$ cat config.mk
export PLATFORM = sky130hd
export DESIGN_NAME = cmi_i2c_slave_regs
export DESIGN_NICKNAME = d
export VERILOG_FILES = /design/src/cmi_pkg.sv /design/src/cmi_i2c_slave_regs.sv /design/src/cmi_sync3.sv /design/src/cmi_wake_filter.sv
export SDC_FILE = /design/constraint.sdc
export NUM_CORES = 1
export LEC_CHECK = 0
export BUFFER_PORTS_ARGS = -buffer_cell sky130_fd_sc_hd__buf_2
export CAP_MARGIN = 20
export CELL_PAD_IN_SITES_DETAIL_PLACEMENT = 1
export CELL_PAD_IN_SITES_GLOBAL_PLACEMENT = 2
export CORE_MARGIN = 5
export CORE_UTILIZATION = 35
export DETAILED_ROUTE_END_ITERATION = 7
export GPL_TIMING_DRIVEN = 0
export HOLD_SLACK_MARGIN = 0.1
export PLACE_DENSITY_LB_ADDON = 0.1
export RECOVER_POWER = 100
export SYNTH_ARGS = -nofsm -noshare
export SYNTH_HDL_FRONTEND = slang
export SYNTH_HIERARCHICAL = 1
export SYNTH_SLANG_ARGS = --single-unit
export TNS_END_PERCENT = 100
$ cat constraint.sdc
create_clock -name clock -period 3.5 [get_ports clock]
set_clock_uncertainty 0.1 [all_clocks]
set_input_delay 0.7 -clock clock [delete_from_list [all_inputs] [get_ports clock]]
set_output_delay 0.7 -clock clock [all_outputs]
set_load 0.01 [all_outputs]
$ cat src/cmi_pkg.sv
// Shared constants, types and timing figures of the cell monitor I2C slave
package cmi_pkg;

  // Bus identity and register map
  localparam logic [6:0] CMI_SLAVE_ADDR = 7'h5c;
  localparam logic [7:0] CMI_CTRL_OFS = 8'h00;
  localparam logic [7:0] CMI_BAL_OFS = 8'h01;
  localparam logic [7:0] CMI_CTRL_RST = 8'h00;
  localparam logic [7:0] CMI_BAL_RST = 8'h00;
  localparam logic [7:0] CMI_UNMAPPED_RD = 8'h00;

  // Control byte field positions
  localparam int CMI_SLEEP_BIT = 7;
  localparam int CMI_WAKE_BIT = 6;
  localparam int CMI_MON_EN_BIT = 5;
  localparam int CMI_TAP_MSB = 2;
  localparam int CMI_TAP_LSB = 0;

  // Clock rate and derived counts
  localparam longint CMI_CLK_HZ = 50_000_000;
  localparam longint CMI_BUS_TIMEOUT_PERIOD_SHORT_MS = 32;
  localparam longint CMI_BUS_TIMEOUT_PERIOD_LONG_MS = 64;
  localparam longint CMI_BUS_TIMEOUT_PERIOD_SHORT_CYC = CMI_BUS_TIMEOUT_PERIOD_SHORT_MS * CMI_CLK_HZ / 1000;
  localparam longint CMI_BUS_TIMEOUT_PERIOD_LONG_CYC = CMI_BUS_TIMEOUT_PERIOD_LONG_MS * CMI_CLK_HZ / 1000;
  localparam int CMI_BUS_TIMEOUT_PERIOD_W = 22;
  localparam longint CMI_WAKE_FILTER_NS = 10000;
  localparam longint CMI_WAKE_MIN_CYC =
    (CMI_WAKE_FILTER_NS * CMI_CLK_HZ + 999_999_999) / 1_000_000_000;
  localparam int CMI_WAKE_W = 10;

  // Number of pin inputs passed through the synchroniser
  localparam int CMI_SYNC_W = 5;

  typedef enum logic [2:0] {
    CMI_ST_IDLE,
    CMI_ST_RX,
    CMI_ST_RX_ACK,
    CMI_ST_TX,
    CMI_ST_TX_ACK
  } cmi_state_e;

  typedef struct packed {
    logic start;
    logic stop;
    logic rise;
    logic fall;
  } cmi_bus_ev_s;

endpackage : cmi_pkg

$ cat src/cmi_i2c_slave_regs.sv
// I2C slave port with control and balance register bank of the cell monitor
`timescale 1ns/10ps
`default_nettype none
module cmi_i2c_slave_regs import cmi_pkg::*; #(
  parameter longint BUS_TIMEOUT_PERIOD_SHORT_CYC = CMI_BUS_TIMEOUT_PERIOD_SHORT_CYC,
  parameter longint BUS_TIMEOUT_PERIOD_LONG_CYC = CMI_BUS_TIMEOUT_PERIOD_LONG_CYC
) (
  input wire logic clock,
  input wire logic sys_rst,
  input wire logic scl_in,
  input wire logic sda_in,
  output logic sda_out,
  output logic sda_oe,
  input wire logic trim_long_timeout,
  input wire logic wake_above_threshold,
  input wire logic wake_below_release,
  output logic bus_busy,
  output logic sleep_request,
  output logic external_wake_flag,
  output logic monitor_enable,
  output logic [2:0] cell_tap_select,
  output logic [7:0] monitor_switch_sel,
  output logic [7:0] balance_switch_enables
);

  logic [CMI_SYNC_W-1:0] pins_s;
  logic scl_s;
  logic sda_s;
  logic wake_hi_s;
  logic wake_lo_s;
  logic trim_s;
  logic wake_detect;

  cmi_sync3 u_sync (
    .clock(clock),
    .sys_rst(sys_rst),
    .async_in({trim_long_timeout, wake_below_release, wake_above_threshold, sda_in, scl_in}),
    .sync_out(pins_s)
  );

  assign scl_s = pins_s[0];
  assign sda_s = pins_s[1];
  assign wake_hi_s = pins_s[2];
  assign wake_lo_s = pins_s[3];
  assign trim_s = pins_s[4];

  cmi_wake_filter u_wake (
    .clock(clock),
    .sys_rst(sys_rst),
    .wake_above(wake_hi_s),
    .wake_detect(wake_detect)
  );

  // Unmapped pointers read as zero
  function automatic logic [7:0] rd_byte(input logic [7:0] ptr, input logic [7:0] ctrl,
                                         input logic [7:0] bal);
    if (ptr == CMI_CTRL_OFS) begin
      rd_byte = ctrl;
    end else if (ptr == CMI_BAL_OFS) begin
      rd_byte = bal;
    end else begin
      rd_byte = CMI_UNMAPPED_RD;
    end
  endfunction : rd_byte

  // Bus state
  cmi_state_e state_ff, nxt_state;
  logic scl_d_ff, nxt_scl_d;
  logic sda_d_ff, nxt_sda_d;
  logic busy_ff, nxt_busy;
  logic [7:0] shift_ff, nxt_shift;
  logic [2:0] bit_cnt_ff, nxt_bit_cnt;
  logic got8_ff, nxt_got8;
  logic [1:0] idx_ff, nxt_idx;
  logic rw_ff, nxt_rw;
  logic nack_ff, nxt_nack;
  logic [7:0] ptr_ff, nxt_ptr;
  logic sda_oe_ff, nxt_sda_oe;
  logic [CMI_BUS_TIMEOUT_PERIOD_W-1:0] bus_timeout_period_ff, nxt_bus_timeout_period;
  // Register bank
  logic [7:0] ctrl_ff, nxt_ctrl;
  logic [7:0] bal_ff, nxt_bal;
  logic [7:0] mon_sw_ff, nxt_mon_sw;

  cmi_bus_ev_s ev;
  logic [CMI_BUS_TIMEOUT_PERIOD_W-1:0] bus_timeout_period_lim;
  logic timeout;
  logic wr_en;
  logic [7:0] rd_val;

  assign bus_timeout_period_lim = trim_s ? CMI_BUS_TIMEOUT_PERIOD_W'(BUS_TIMEOUT_PERIOD_LONG_CYC) : CMI_BUS_TIMEOUT_PERIOD_W'(BUS_TIMEOUT_PERIOD_SHORT_CYC);

  always_comb begin
    ev.start = scl_s & scl_d_ff & sda_d_ff & ~sda_s;
    ev.stop = scl_s & scl_d_ff & ~sda_d_ff & sda_s;
    ev.rise = scl_s & ~scl_d_ff;
    ev.fall = ~scl_s & scl_d_ff;
  end

  // Bus protocol engine
  always_comb begin
    nxt_state = state_ff;
    nxt_scl_d = scl_s;
    nxt_sda_d = sda_s;
    nxt_busy = busy_ff;
    nxt_shift = shift_ff;
    nxt_bit_cnt = bit_cnt_ff;
    nxt_got8 = got8_ff;
    nxt_idx = idx_ff;
    nxt_rw = rw_ff;
    nxt_nack = nack_ff;
    nxt_ptr = ptr_ff;
    nxt_sda_oe = sda_oe_ff;
    wr_en = 1'b0;
    rd_val = rd_byte(ptr_ff, ctrl_ff, bal_ff);
    timeout = busy_ff && (bus_timeout_period_ff >= bus_timeout_period_lim);
    // Timer only runs inside a frame; every SCL fall or start rearms it
    if (!busy_ff || ev.start || ev.fall) begin
      nxt_bus_timeout_period = '0;
    end else begin
      nxt_bus_timeout_period = bus_timeout_period_ff + 22'h000001;
    end
    if (timeout) begin
      nxt_state = CMI_ST_IDLE;
      nxt_busy = 1'b0;
      nxt_sda_oe = 1'b0;
    end else if (ev.start) begin
      nxt_state = CMI_ST_RX;
      nxt_busy = 1'b1;
      nxt_bit_cnt = 3'h0;
      nxt_got8 = 1'b0;
      nxt_idx = 2'h0;
      nxt_sda_oe = 1'b0;
    end else if (ev.stop) begin
      nxt_state = CMI_ST_IDLE;
      nxt_busy = 1'b0;
      nxt_sda_oe = 1'b0;
    end else begin
      unique case (state_ff)
        CMI_ST_IDLE: begin
          nxt_sda_oe = 1'b0;
        end
        CMI_ST_RX: begin
          if (ev.rise) begin
            nxt_shift = {shift_ff[6:0], sda_s};
            nxt_bit_cnt = bit_cnt_ff + 3'h1;
            if (bit_cnt_ff == 3'h7) begin
              nxt_got8 = 1'b1;
            end
          end else if (ev.fall && got8_ff) begin
            nxt_got8 = 1'b0;
            nxt_state = CMI_ST_RX_ACK;
            nxt_sda_oe = 1'b1;
            nxt_idx = (idx_ff == 2'h2) ? 2'h2 : idx_ff + 2'h1;
            if (idx_ff == 2'h0) begin
              nxt_rw = shift_ff[0];
              if (shift_ff[7:1] != CMI_SLAVE_ADDR) begin
                nxt_state = CMI_ST_IDLE;
                nxt_sda_oe = 1'b0;
              end
            end else if (idx_ff == 2'h1) begin
              nxt_ptr = shift_ff;
            end else begin
              wr_en = 1'b1;
            end
          end
        end
        CMI_ST_RX_ACK: begin
          if (ev.fall) begin
            nxt_bit_cnt = 3'h0;
            if (idx_ff == 2'h1 && rw_ff) begin
              nxt_state = CMI_ST_TX;
              nxt_shift = rd_val;
              nxt_sda_oe = ~rd_val[7];
            end else begin
              nxt_state = CMI_ST_RX;
              nxt_sda_oe = 1'b0;
            end
          end
        end
        CMI_ST_TX: begin
          if (ev.fall) begin
            if (bit_cnt_ff == 3'h7) begin
              nxt_state = CMI_ST_TX_ACK;
              nxt_sda_oe = 1'b0;
            end else begin
              nxt_shift = {shift_ff[6:0], 1'b0};
              nxt_sda_oe = ~shift_ff[6];
              nxt_bit_cnt = bit_cnt_ff + 3'h1;
            end
          end
        end
        CMI_ST_TX_ACK: begin
          if (ev.rise) begin
            nxt_nack = sda_s;
          end else if (ev.fall) begin
            nxt_bit_cnt = 3'h0;
            if (nack_ff) begin
              nxt_state = CMI_ST_IDLE;
            end else begin
              nxt_state = CMI_ST_TX;
              nxt_shift = rd_val;
              nxt_sda_oe = ~rd_val[7];
            end
          end
        end
      endcase
    end
  end

  always_ff @(posedge clock or posedge sys_rst) begin
    if (sys_rst) begin
      state_ff <= CMI_ST_IDLE;
      scl_d_ff <= 1'b1;
      sda_d_ff <= 1'b1;
      busy_ff <= 1'b0;
      shift_ff <= 8'h00;
      bit_cnt_ff <= 3'h0;
      got8_ff <= 1'b0;
      idx_ff <= 2'h0;
      rw_ff <= 1'b0;
      nack_ff <= 1'b0;
      ptr_ff <= CMI_CTRL_OFS;
      sda_oe_ff <= 1'b0;
      bus_timeout_period_ff <= '0;
    end else begin
      state_ff <= nxt_state;
      scl_d_ff <= nxt_scl_d;
      sda_d_ff <= nxt_sda_d;
      busy_ff <= nxt_busy;
      shift_ff <= nxt_shift;
      bit_cnt_ff <= nxt_bit_cnt;
      got8_ff <= nxt_got8;
      idx_ff <= nxt_idx;
      rw_ff <= nxt_rw;
      nack_ff <= nxt_nack;
      ptr_ff <= nxt_ptr;
      sda_oe_ff <= nxt_sda_oe;
      bus_timeout_period_ff <= nxt_bus_timeout_period;
    end
  end

  // Register bank; a pin wake event outranks any host write to the flag
  always_comb begin
    nxt_ctrl = ctrl_ff;
    nxt_bal = bal_ff;
    if (wake_lo_s) begin
      nxt_ctrl[CMI_WAKE_BIT] = 1'b0;
    end
    if (wr_en && ptr_ff == CMI_CTRL_OFS) begin
      nxt_ctrl = shift_ff;
      nxt_ctrl[CMI_SLEEP_BIT] = shift_ff[CMI_SLEEP_BIT];
    end
    if (wr_en && ptr_ff == CMI_BAL_OFS) begin
      nxt_bal = shift_ff;
    end
    if (wake_detect) begin
      nxt_ctrl[CMI_WAKE_BIT] = 1'b1;
    end
    // Flag held or being set: sleep cannot stick
    if (nxt_ctrl[CMI_WAKE_BIT] || ctrl_ff[CMI_WAKE_BIT]) begin
      nxt_ctrl[CMI_SLEEP_BIT] = 1'b0;
    end
    if (nxt_ctrl[CMI_SLEEP_BIT] && !ctrl_ff[CMI_SLEEP_BIT]) begin
      nxt_bal = 8'h00;
    end
    if (nxt_ctrl[CMI_MON_EN_BIT]) begin
      nxt_mon_sw = 8'h01 << nxt_ctrl[CMI_TAP_MSB:CMI_TAP_LSB];
    end else begin
      nxt_mon_sw = 8'h00;
    end
  end

  always_ff @(posedge clock or posedge sys_rst) begin
    if (sys_rst) begin
      ctrl_ff <= CMI_CTRL_RST;
      bal_ff <= CMI_BAL_RST;
      mon_sw_ff <= 8'h00;
    end else begin
      ctrl_ff <= nxt_ctrl;
      bal_ff <= nxt_bal;
      mon_sw_ff <= nxt_mon_sw;
    end
  end

  assign sda_out = 1'b0;
  assign sda_oe = sda_oe_ff;
  assign bus_busy = busy_ff;
  assign sleep_request = ctrl_ff[CMI_SLEEP_BIT];
  assign external_wake_flag = ctrl_ff[CMI_WAKE_BIT];
  assign monitor_enable = ctrl_ff[CMI_MON_EN_BIT];
  assign cell_tap_select = ctrl_ff[CMI_TAP_MSB:CMI_TAP_LSB];
  assign monitor_switch_sel = mon_sw_ff;
  assign balance_switch_enables = bal_ff;
endmodule : cmi_i2c_slave_regs
`default_nettype wire

$ cat src/cmi_sync3.sv
// Three-stage pin synchroniser that accepts a change once stages two and three agree
`timescale 1ns/10ps
`default_nettype none
module cmi_sync3 import cmi_pkg::*; (
  input wire logic clock,
  input wire logic sys_rst,
  input wire logic [CMI_SYNC_W-1:0] async_in,
  output logic [CMI_SYNC_W-1:0] sync_out
);

  logic [CMI_SYNC_W-1:0] meta_ff;
  logic [CMI_SYNC_W-1:0] mid_ff;
  logic [CMI_SYNC_W-1:0] last_ff;
  logic [CMI_SYNC_W-1:0] out_ff;
  logic [CMI_SYNC_W-1:0] nxt_out;

  always_comb begin
    nxt_out = out_ff;
    for (int i = 0; i < CMI_SYNC_W; i++) begin
      if (mid_ff[i] == last_ff[i]) begin
        nxt_out[i] = last_ff[i];
      end
    end
  end

  // Reset SCL and SDA to the idle level of an open-drain bus (high); the other three pins reset low
  always_ff @(posedge clock or posedge sys_rst) begin
    if (sys_rst) begin
      meta_ff <= 5'h03;
      mid_ff <= 5'h03;
      last_ff <= 5'h03;
      out_ff <= 5'h03;
    end else begin
      meta_ff <= async_in;
      mid_ff <= meta_ff;
      last_ff <= mid_ff;
      out_ff <= nxt_out;
    end
  end

  assign sync_out = out_ff;

endmodule : cmi_sync3
`default_nettype wire

$ cat src/cmi_wake_filter.sv
// Qualifies the wake comparator: a level held above threshold long enough
`timescale 1ns/10ps
`default_nettype none
module cmi_wake_filter import cmi_pkg::*; (
  input wire logic clock,
  input wire logic sys_rst,
  input wire logic wake_above,
  output logic wake_detect
);

  logic [CMI_WAKE_W-1:0] cnt_ff;
  logic [CMI_WAKE_W-1:0] nxt_cnt;
  logic det_ff;
  logic nxt_det;

  // One pulse per qualified excursion; a glitch low restarts the count
  always_comb begin
    nxt_cnt = cnt_ff;
    nxt_det = 1'b0;
    if (!wake_above) begin
      nxt_cnt = '0;
    end else if (cnt_ff < CMI_WAKE_W'(CMI_WAKE_MIN_CYC)) begin
      nxt_cnt = cnt_ff + 10'h001;
    end else if (cnt_ff == CMI_WAKE_W'(CMI_WAKE_MIN_CYC)) begin
      nxt_cnt = cnt_ff + 10'h001;
      nxt_det = 1'b1;
    end
  end

  always_ff @(posedge clock or posedge sys_rst) begin
    if (sys_rst) begin
      cnt_ff <= '0;
      det_ff <= 1'b0;
    end else begin
      cnt_ff <= nxt_cnt;
      det_ff <= nxt_det;
    end
  end

  assign wake_detect = det_ff;

endmodule : cmi_wake_filter
`default_nettype wire

==> flow_summary.yaml <==
cells_and_area:
  fin_nets: 588
  drive_above_1_share_pct: 13.6
  area_growth_pct: 12.5
  antenna_cells: 0
  fin_cells: 779
  filler_cell_count: 1754
synth:
  synthesis.area_sq_um: 5490
  synthFlopType: "dfrtp_1"
  netlist.top_cell.by_area: "dfrtp_1"
  syn_area_per_cell_sq_um: 10.6
  synth_top_area_share_pct: 44.7
  yosysWarningCount: 6
  yosys.cell_count.top_type: "dfrtp_1"
  ys_top_cells_by_count: "98 x dfrtp_1, 62 x nor2_1, 36 x nand2_1"
  synth.distinct_cells: 75
  async_flop_share_pct: 100
  synth-seq-cells: 108
  syn_inst: 520
  synth_seq_area_share_pct: 49.5
  synth_edf_count: 0
  syn_nets: 544
  synthTopCellsByArea: "dfrtp_1 45%, dfstp_2 4.8%, mux2i_1 4.6%, nor2_1 4.2%, ha_1 3.9%"
global_routing:
  grt_max_degree: 58
  grt_pass1_wl_mm: 23.2
  antenna_found_initial: 0
  grt_overflow: 0
  grt_usage_pct: 15.8
  grt_pass1_vias: 4429
setup_path:
  r2r-end: "shift_ff[7]"
  start_kind: "flip-flop"
  crit_start: "u_sync/sync_out[4]"
  reg2reg_slack_ns: 0.16
  cp_max_fo: 8
  path_class: "flip-flop to flip-flop"
  end_kind: "flip-flop"
  endpoint: "shift_ff[7]"
  arrival_ns: 3.48
  cp_data_required_time_ns: 3.64
  reg2reg_depth: 10
  r2r_start: "u_sync/sync_out[4]"
clock_tree:
  clock_path_buffers: 2
  cts_sinks: 108
  hold_buffers: 0
  h-tree-depth: 3
  clkLatencyLatePin_ns: 0.36
  cts_tree: "yes"
  clk_pin_slew_ns: 0.07
  cts-root-buf: "clkbuf_16"
  cts_buffers: 9
routing:
  drt_iter0_markers: 162
  vias: 4039
  first_pass_iters: 6
  antenna_left: 0
  via_per_inst: 5.18
  wl_per_cell_microns: 17.4
  drcViolationCount: 0
  drt_wl_total_mm: 13.5
timing:
  min_period_ns: 3.34
  tightest_slew_ns: 1.52
  final.setup.tns_ns: 0
  drv_slew: 58
  slew_headroom_pct: -1.64
  finalHoldViolations: 0
  setup_violations: 0
  max_freq_mhz: 299
  rsz0062_at_grt: "false"
  fin_crit_sh_pct: 95.4
run:
  maxCapViolCount: 1
floorplanning:
  dieHeight_microns: 135
  die_area_sq_um: 18300
  initial_core_util_pct: 35.8
  ios: 32
  rows: 45
  die_width_microns: 135
  coreArea_sq_um: 15300
power:
  p_switching_w: 0.000972
  pwr_density_cell_nw_per_um2: 501
  ir_worst_vdd_mv: 0.331
  leakagePower_nw: 2.71
  p_comb_share_pct: 19.0
  switching_share_pct: 31.5
  seqPwrFrac_pct: 48.5
  clkPwrFrac_pct: 32.5
  intPower_w: 0.00212
placed_design:
  place_congestion: 0.773
  io_buffer_count: 30
  dp_hpwl_mm: 9.81
  dp.cells: 762
worst_hold_path:
  hold_class: "flip-flop to flip-flop"
  whs_path_depth: 0
run_status:
  violations: "capacitance limit, slew limit"
  status: "finished with violations"
[layout by cell type, fill, tap and decap left out, drive strengths merged, types with 17 or more instances in the layout]
cell,Yosys,layout
dfrtp,98,98
nor2,62,62
clkbuf,12,52
nand2,36,36
mux2i,25,25
inv,24,24
nand3,22,22
mux2,20,20
o21ai,19,19
ha,17,17
[critical path, stage by stage, from the launching register on]
cell and delay, ns:
dfrtp_1 0.45, inv_1 0.16, ha_1 0.24, or3_4 0.37
o22a_2 0.23, nor4_4 0.27, buf_4 0.19, o21ai_2 0.13
or4b_1 0.60, buf_6 0.18, mux2_4 0.30
[cells by family after synthesis]
| family | count (synthesis) | synth area share, % |
|---|---|---|
| xor+xnor | 19 | 3.03 |
| fa+ha+maj | 22 | 4.90 |
| other cells | 1 | 0.0683 |
| buf+inv | 47 | 3.85 |
| compound gates | 81 | 10.7 |
| mux | 45 | 9.01 |
| flops | 108 | 49.5 |
| simple gates | 197 | 18.9 |
[flip-flops by register name (all words and copies together) (netlist names), 5 cells and up]
signal,flops
shift_ff,8
monitor_switch_sel,8
u_sync/last_ff,5
ptr_ff,8
bus_timeout_period_ff,22
u_sync/sync_out,5
u_wake/cnt_ff,10
balance_switch_enables,8
u_sync/meta_ff,5
u_sync/mid_ff,5
ctrl_ff,8
[layout make-up]
class                   instances  area [sq um]  area share (%)
clock buffers                  11           253            4.09
plain buffers                  23           118            1.90
flip-flops and latches        108          2720            44.0
clock inverters                 4          33.8           0.547
well taps                     211           264            4.27
inverters                      24          91.3            1.48
multi-input cells             365          2560            41.4
repair buffers                 33           143            2.31
[power by group through the flow]
stage	combinational (W)	clock, W	sequential [W]
after floorplan	0.000434	0	0.00148
after global placement	0.000565	0	0.00152
after detailed placement	0.000599	0	0.00152
after CTS	0.000604	0.00105	0.00150
after global routing	0.000668	0.00110	0.00152
final	0.000586	0.00101	0.00150
[worst min-delay path by stage]
stage	endpoint	from
after floorplan	u_sync/mid_ff[2]	u_sync/meta_ff[2]
after global routing	u_sync/mid_ff[2]	u_sync/meta_ff[2]
after global placement	u_sync/mid_ff[2]	u_sync/meta_ff[2]
final	u_sync/mid_ff[4]	u_sync/meta_ff[4]
after detailed placement	u_sync/mid_ff[4]	u_sync/meta_ff[4]
after CTS	ctrl_ff[5]	sys_rst
[metrics by stage]
| stage | power, W | hold WS, ns | instance area, sq um | utilization (%) | setup slack, ns |
|---|---|---|---|---|---|
| 3_5_place_dp | 0.00212 | 0.236 | 5930 | 38.7 | -0.0305 |
| 6_report | 0.00309 | 0.250 | 6180 | 40.3 | 0.159 |
| 2_1_floorplan | 0.00191 | 0.231 | 5490 | - | 0.510 |
| 4_1_cts | 0.00316 | 0.212 | 6240 | 40.7 | 0.132 |
| 5_1_grt | 0.00329 | 0.257 | 6180 | 40.3 | 0.0125 |
| 3_3_place_gp | 0.00209 | 0.233 | 5900 | 38.5 | -0.420 |
[per-layer routing]
layer / GRT usage (%) / vias to the layer above / part of all wire (%) / routed length, microns
met2: 25.7 / 44 / 47 / 6390
li1: - / 1933 / - / -
met3: 3.75 / 13 / 2.6 / 351
met4: 4.37 / 0 / 1.6 / 221
met5: 0 / - / 0 / 0
met1: 21.3 / 2049 / 49 / 6590
[timing repair]
action                     in CTS  in global routing
setup endpoints to repair      12                  0
setup buffers                   2                  0
gates resized for setup         1                  0
Note: power is estimated with default switching activity, not from simulation.
